## src/sdm_pkg.sv

```systemverilog
// Purpose: Shared constants and types for the supervisory frame sync demultiplexer.
// Assumes: Timing is counted in rising edges of the reference square wave.
// Notes:   One bit period is a fixed number of reference cycles.
package sdm_pkg;

	// Frame layout, in bit positions counted from one.
	localparam int unsigned NUM_TRUNKS      = 6;
	localparam int unsigned BITS_PER_FRAME  = 9;
	localparam int unsigned TROUBLE_POS     = 3;
	localparam int unsigned FIRST_TRUNK_POS = 4;

	// Reference timing.
	localparam int unsigned REF_HZ_X10      = 38200;
	localparam int unsigned BIT_RATE_X10    = 955;
	localparam int unsigned REF_PER_BIT     = REF_HZ_X10 / BIT_RATE_X10;
	localparam int unsigned CNT_W           = 9;

	// Frame clock marks, measured from the first to second sync bit transition.
	localparam logic [CNT_W-1:0] PREP_AT    = 9'(8 * REF_PER_BIT);
	localparam logic [CNT_W-1:0] APER_HALF  = 9'(REF_PER_BIT / 4);
	localparam logic [CNT_W-1:0] FRAME_LEN  = 9'((BITS_PER_FRAME) * REF_PER_BIT);
	localparam logic [CNT_W-1:0] APER_OPEN  = FRAME_LEN - APER_HALF;
	localparam logic [CNT_W-1:0] APER_CLOSE = FRAME_LEN + APER_HALF;
	localparam logic [CNT_W-1:0] HALF_BIT   = 9'(REF_PER_BIT / 2);

	// Sample points: midpoint of a bit at a given frame position.
	function automatic logic [CNT_W-1:0] mid_of(input int unsigned pos);
		mid_of = 9'((pos - 2) * REF_PER_BIT + REF_PER_BIT / 2);
	endfunction

	// Frame clock states.
	typedef enum logic [1:0] {
		SDM_HUNT  = 2'b01,
		SDM_TRACK = 2'b10
	} sdm_state_e;

	// Frame timing state carried as one group.
	typedef struct packed {
		sdm_state_e       state;
		logic             in_sync;
		logic             expect_rise;
		logic [CNT_W-1:0] cnt;
	} sdm_frm_s;

	localparam sdm_frm_s FRM_RESET = '{state: SDM_HUNT, in_sync: 1'b0, expect_rise: 1'b0, cnt: '0};

endpackage

```

## src/sdm_demux.sv

```systemverilog
// Purpose: Acquires frame sync on the supervisory data train and latches trunk states.
// Assumes: Data and reference inputs are synchronous to clk.
// Notes:   Lamp outputs are active high; a lit trunk lamp means on-hook.
//          Sync is only declared after one full frame has been checked, so a
//          single stray transition can never light the sync lamp.
`timescale 1ns/1ps

module sdm_demux #(
	parameter int unsigned NUM_TRUNKS = sdm_pkg::NUM_TRUNKS
) (
	// Clock and reset.
	input  wire logic                  clk,
	input  wire logic                  rst_n,
	// Demodulated data train and timing reference.
	input  wire logic                  binary_train_lead,
	input  wire logic                  ref_square,
	// Indicators.
	output logic                       sync_indicator,
	output logic [NUM_TRUNKS-1:0]      trunk_state_indicators,
	output logic                       trunk_busy,
	// Event and monitor outputs.
	output logic                       sync_loss_pulse,
	output logic                       sample_strobe,
	output logic                       distortion_data_n
);

	// Input edge tracking.
	logic data_prev_r;
	logic data_prev_nxt;
	logic ref_prev_r;
	logic ref_prev_nxt;
	logic prime_r;
	logic prime_nxt;
	logic dm_r;
	logic dm_nxt;
	logic ref_tick;
	logic data_edge;
	logic data_rise;

	// Frame timing.
	sdm_pkg::sdm_frm_s frm_r;
	sdm_pkg::sdm_frm_s frm_nxt;
	logic              loss_r;
	logic              loss_nxt;
	// Phase flags of the sync test.
	logic              rec_open_r;
	logic              rec_open_nxt;
	logic              prep_r;
	logic              prep_nxt;
	logic              aper_r;
	logic              aper_nxt;

	// Trunk memory and strobes.
	logic [NUM_TRUNKS-1:0] lamp_r;
	logic [NUM_TRUNKS-1:0] trunk_hit;
	logic                  busy_r;
	logic                  busy_nxt;
	logic                  strobe_r;
	logic                  strobe_nxt;
	logic                  trouble_hit;

	// Nothing counts as an edge in the first cycle after reset, since the
	// history flops hold reset values rather than the real pin levels.
	assign ref_tick  = prime_r & ref_square & ~ref_prev_r;
	assign data_edge = prime_r & (binary_train_lead ^ data_prev_r);
	assign data_rise = prime_r & binary_train_lead & ~data_prev_r;

	// The distortion copy is a plain registered inverse, so the meter side
	// never loads the demultiplexer input.
	always_comb
	begin
		prime_nxt     = 1'b1;
		data_prev_nxt = binary_train_lead;
		ref_prev_nxt  = ref_square;
		dm_nxt        = ~binary_train_lead;
	end

	always_ff @(posedge clk or negedge rst_n)
	begin
		if (!rst_n)
		begin
			data_prev_r <= 1'b0;
			prime_r     <= 1'b0;
			ref_prev_r  <= 1'b0;
			dm_r        <= 1'b1;
		end
		else
		begin
			data_prev_r <= data_prev_nxt;
			prime_r     <= prime_nxt;
			ref_prev_r  <= ref_prev_nxt;
			dm_r        <= dm_nxt;
		end
	end

	// Frame clock and sync decision. The count starts at the sync transition
	// and is advanced only on reference edges, so every mark is a whole
	// number of reference cycles.
	// The aperture spans a quarter bit either side of the nine-bit mark.
	always_comb
	begin
		frm_nxt  = frm_r;
		loss_nxt = 1'b0;
		case (frm_r.state)
			sdm_pkg::SDM_HUNT:
			begin
				// Any edge is taken here; a wrong guess fails the next aperture
				// and the search moves on to the following transition.
				if (rec_open_r && data_edge)
				begin
					frm_nxt.expect_rise = data_rise;
					frm_nxt.cnt         = '0;
					frm_nxt.state       = sdm_pkg::SDM_TRACK;
				end
			end
			sdm_pkg::SDM_TRACK:
			begin
				if (prep_r)
				begin
					frm_nxt.expect_rise = ~frm_r.expect_rise;
				end
				// A matching edge wins over a reference tick in the same cycle;
				// the count restarts from zero either way.
				if (aper_r && data_edge && (data_rise == frm_r.expect_rise))
				begin
					frm_nxt.in_sync = 1'b1;
					frm_nxt.cnt     = '0;
				end
				else if (ref_tick)
				begin
					// No matching edge by the end of the aperture: drop sync at once.
					if (frm_r.cnt == sdm_pkg::APER_CLOSE)
					begin
						frm_nxt.in_sync = 1'b0;
						frm_nxt.state   = sdm_pkg::SDM_HUNT;
						frm_nxt.cnt     = '0;
						// A failed recovery attempt is no loss; only a drop from in-sync pulses.
						loss_nxt        = frm_r.in_sync;
					end
					else
					begin
						frm_nxt.cnt = frm_r.cnt + 9'h001;
					end
				end
			end
			default:
			begin
				frm_nxt = sdm_pkg::FRM_RESET;
			end
		endcase
	end

	always_ff @(posedge clk or negedge rst_n)
	begin
		if (!rst_n)
		begin
			frm_r  <= sdm_pkg::FRM_RESET;
			loss_r <= 1'b0;
		end
		else
		begin
			frm_r  <= frm_nxt;
			loss_r <= loss_nxt;
		end
	end

	// Recovery gate, preparation pulse and aperture window. The preparation
	// pulse comes one cycle after the eight-bit mark, so the expected
	// direction is flipped well before the aperture opens.
	always_comb
	begin
		rec_open_nxt = (frm_nxt.state == sdm_pkg::SDM_HUNT);
		prep_nxt     = (frm_r.state == sdm_pkg::SDM_TRACK) && ref_tick &&
			(frm_r.cnt == sdm_pkg::PREP_AT);
		aper_nxt     = (frm_nxt.state == sdm_pkg::SDM_TRACK) && (frm_nxt.cnt >= sdm_pkg::APER_OPEN) &&
			(frm_nxt.cnt <= sdm_pkg::APER_CLOSE);
	end

	always_ff @(posedge clk or negedge rst_n)
	begin
		if (!rst_n)
		begin
			rec_open_r <= 1'b1;
			prep_r     <= 1'b0;
			aper_r     <= 1'b0;
		end
		else
		begin
			rec_open_r <= rec_open_nxt;
			prep_r     <= prep_nxt;
			aper_r     <= aper_nxt;
		end
	end

	// Sample points at bit midpoints, one per trunk position.
	// Marks count from the sync transition, which opens the second bit, so
	// the trouble bit centre lies one and a half bits in.
	assign trouble_hit = (frm_r.state == sdm_pkg::SDM_TRACK) && ref_tick &&
		(frm_r.cnt == sdm_pkg::mid_of(sdm_pkg::TROUBLE_POS));

	genvar gi;
	generate
		for (gi = 0; gi < NUM_TRUNKS; gi++)
		begin : g_trunk
			// Each trunk has its own latch; a sample lands only while in sync.
			logic lamp_bit_r;
			logic lamp_bit_nxt;

			assign trunk_hit[gi] = (frm_r.state == sdm_pkg::SDM_TRACK) && ref_tick &&
				(frm_r.cnt == sdm_pkg::mid_of(sdm_pkg::FIRST_TRUNK_POS + gi));

			always_comb
			begin
				lamp_bit_nxt = lamp_bit_r;
				if (frm_r.in_sync && trunk_hit[gi])
				begin
					lamp_bit_nxt = ~binary_train_lead;
				end
			end

			always_ff @(posedge clk or negedge rst_n)
			begin
				if (!rst_n)
				begin
					lamp_bit_r <= 1'b0;
				end
				else
				begin
					lamp_bit_r <= lamp_bit_nxt;
				end
			end

			assign lamp_r[gi] = lamp_bit_r;
		end
	endgenerate

	always_comb
	begin
		// The trouble bit is latched like a trunk bit but not inverted; while high it asks for
		// every trunk of the far terminal to be made busy.
		busy_nxt   = busy_r;
		strobe_nxt = (|trunk_hit) & frm_r.in_sync;
		if (frm_r.in_sync)
		begin
			if (trouble_hit)
			begin
				busy_nxt = binary_train_lead;
			end
		end
	end

	always_ff @(posedge clk or negedge rst_n)
	begin
		if (!rst_n)
		begin
			busy_r   <= 1'b0;
			strobe_r <= 1'b0;
		end
		else
		begin
			busy_r   <= busy_nxt;
			strobe_r <= strobe_nxt;
		end
	end

	// Every indicator comes straight from a register, so the lamps never
	// glitch while the frame logic settles.
	assign sync_indicator         = frm_r.in_sync;
	assign trunk_state_indicators = lamp_r;
	assign trunk_busy             = busy_r;
	assign sync_loss_pulse        = loss_r;
	assign sample_strobe          = strobe_r;
	assign distortion_data_n      = dm_r;

endmodule

```

## config.mk

```make
export PLATFORM = sky130hd
export DESIGN_NAME = sdm_demux
export DESIGN_NICKNAME = d
export VERILOG_FILES = /design/src/sdm_pkg.sv /design/src/sdm_demux.sv
export SDC_FILE = /design/constraint.sdc
export NUM_CORES = 1
export LEC_CHECK = 0
export ABC_AREA = 0
export BUFFER_PORTS_ARGS = -buffer_cell sky130_fd_sc_hd__buf_2
export CAP_MARGIN = 25
export CORE_MARGIN = 2
export CORE_UTILIZATION = 50
export DETAILED_ROUTE_END_ITERATION = 16
export PLACE_DENSITY = 0.68
export SKIP_LAST_GASP = 1
export SYNTH_ARGS = -nofsm -noshare
export SYNTH_HDL_FRONTEND = slang
export SYNTH_SLANG_ARGS = --single-unit
```

## constraint.sdc

```tcl
create_clock -name clk -period 3.6 [get_ports clk]
set_input_delay 0.72 -clock clk [delete_from_list [all_inputs] [get_ports clk]]
set_output_delay 0.72 -clock clk [all_outputs]
set_load 0.02 [all_outputs]
```

==> impl_metrics.toml <==
[run_status]
status = "finished clean"

[clock_network]
clkTransAtPathRegs_ps = 60
cts-root-buf = "clkbuf_8"
clk_latency_ps = 280
post_cts_buffers = 0
cts_hold_buf = 0
numCtsBuffers = 5
cts_resized = 0
cts_sinks = 29
htree_levels = 2
cts_buffer_depth = 2
cts_tree = "built"

[placed_design]
pre_cts_slack_ps = 914.7
place.gp.congestion = 0.8717
hpwlAfterDp_um = 3109
portBuffers = 14
dp.cells = 257

[grt]
grt_usage_pct = 22.60
grt_pass1_wl_um = 7396
grt_pass1_vias = 1540
grt_max_degree = 30
antenna_found_initial = 0
gr-total-overflow = 0

[sta]
period_share_pct = 66.26
worst_slew_pin_slew_ps = 619.7
layout_setup_ws_ps = 1215
hold_violations = 0
maxSlewHeadroom_pct = 58.68
finalCriticalPeriod_ps = 2385
fin_skew_ps = 1.920
drv_slew = 0
final-setup-viol-count = 0
setup_tns_ps = 0
rsz0062_at_grt = "no"
fmaxAchievable_mhz = 419.2

[synthesis]
synthTopCellsByArea = "dfrtp_1 (34%), dfstp_2 (4.1%), nand2_1 (3.9%)"
synthTopCellsByCount = "dfrtp_1 (26), nand2_1 (20), nor2_1 (17)"
synth_cells = 209
yosysWarningCount = 0
yosysUniqueCellTypes = 65
yosysSeqAreaShare_pct = 38.30
ys_ff_latch = 29
synth.avg_cell_area_um2 = 9.112
synthesis.area_mm2 = 0.001904
synth_top_cell_area_share_pct = 34.17
synth_area_leader_cell = "dfrtp_1"
yosysMostFrequentCell = "dfrtp_1"
synth_fp_nets = 218
synthFlopType = "dfrtp_1"
ys_async_sr_fraction_pct = 100.0
synth_edf_count = 0

[run]
maxCapViolations = 0

[setup_path]
cp_data_arrival_time_ps = 2540
crit_path_max_fanout = 13
critPathLaunchType = "input port"
required_ps = 3750
crit_type = "in -> reg"
end_kind = "flop"

[floorplan]
ios = 15
die_w_um = 65.72
die-area_mm2 = 0.004318
dieHeight_um = 65.72
core.rowCount = 22
fp.coreArea_mm2 = 0.003661
initial_core_util_pct = 52.02

[final_layout]
layout-drive-gt1-share_pct = 20.74
fin_nets = 225
stdcell_count = 265
fillers = 331
area_growth_pct = 6.307
seq_area_um2 = 729.5
multiInputGateArea_mm2 = 0.001030
antenna_cells = 0

[detailed_routing]
routed_wl_um = 4336
wl_per_cell_um = 16.36
via_count = 1643
drt-pass1-iter-count = 4
postRouteAntennaNets = 0
viasPerCell = 6.200
drt_iter0_markers = 101
drc_errors = 0

[pwr]
vdd_drop_max_mv = 0.2910
pwr_density_cell_mw_per_mm2 = 438.2
leakage_uw = 0.0008582

[min_path]
hold_path.class = "in -> async"
[flip-flops by register name, indices dropped and copies added (netlist names)]
signal	count
aper_r	1
data_prev_r	1
distortion_data_n	1
frm_r	12
g_trunk.lamp_bit_r	6
prep_r	1
prime_r	1
rec_open_r	1
ref_prev_r	1
sample_strobe	1
sync_indicator	1
sync_loss_pulse	1
trunk_busy	1
[where the power goes]
part | switching [uW] | total, uW | internal [uW]
Clock | 131 | 264 | 133
Combinational | 169 | 245 | 75.8
Sequential | 20.5 | 378 | 358
[metal layers]
layer  vias to the layer above  wire (um)  GRT usage (%)
li1                        788          -              -
met1                       795       2012          30.57
met2                        51       2053          34.97
met3                         9        186          5.308
met4                         0         84          8.594
met5                         -          0              0
[metrics by stage]
| step | util (%) | area (um^2) | hold slack, ps | power [uW] |
|---|---|---|---|---|
| detailed placement | 52.94 | 1938 | 481.8 | 626.4 |
| floorplan | - | 1904 | 424.4 | 558.6 |
| global route | 55.30 | 2024 | 493.9 | 943.1 |
| global placement | 52.94 | 1938 | 466.4 | 620.5 |
| CTS | 55.30 | 2024 | 477.2 | 887.9 |
| finish | 55.30 | 2024 | 445.0 | 887.0 |
[worst max-delay path, stage by stage]
cell,delay [ps]
buf_2,170
and3b_1,200
o211ai_2,350
buf_4,260
nand4_1,100
a31o_1,260
a2111oi_1,330
a311oi_1,140
[layout make-up]
class / count / share of cell area (%)
Sequential cell: 29 / 36.03
Inverter: 9 / 1.669
Tap cell: 48 / 2.967
Timing Repair Buffer: 16 / 4.203
Multi-Input combinational cell: 155 / 50.87
Clock inverter: 3 / 0.8653
Clock buffer: 5 / 3.399
[path summary, 6_finish.rpt]
check / slack, ps / from / cells after the start / end
worst max register to register: 1280 / frm_r[11] / 6 / aper_r
min in group clk: 490 / g_trunk[4].lamp_bit_r / 2 / g_trunk[4].lamp_bit_r
worst min-delay path: 440 / rst_n / 1 / frm_r[6]
worst min register to register: 490 / g_trunk[4].lamp_bit_r / 2 / g_trunk[4].lamp_bit_r
max in group asynchronous: 2740 / rst_n / 1 / g_trunk[3].lamp_bit_r
worst max-delay path: 1210 / binary_train_lead / 8 / aper_r
[layout by cell type, fill, tap and decap left out, types with 2 or more instances in the layout]
master	n
nor3b_1	2
a22oi_1	3
dfstp_2	3
or2_2	2
nor2_1	17
nand3_1	11
inv_1	9
nand2_1	20
dfrtp_1	26
a31oi_1	5
o31ai_1	2
clkinv_2	2
nand4b_1	4
a21oi_1	11
nand4_1	12
ha_1	5
o21ai_0	6
clkbuf_8	5
buf_2	14
buf_4	2
mux2_2	4
and2_1	3
and3_1	3
nor3_1	5
[cell families after synthesis]
group                    count (synthesis)  share of synthesized area, %
adder cells (fa/ha/maj)                  5                         3.285
buffers and inverters                   25                         7.621
multiplexers                             6                         3.482
flip-flops                              29                         38.30
AO/OA/AOI/OAI                           45                         16.69
AND/OR/NAND/NOR                         97                         29.96
XOR/XNOR                                 1                        0.4600
other                                    1                        0.1969
Power figures use the tool's default switching activity.
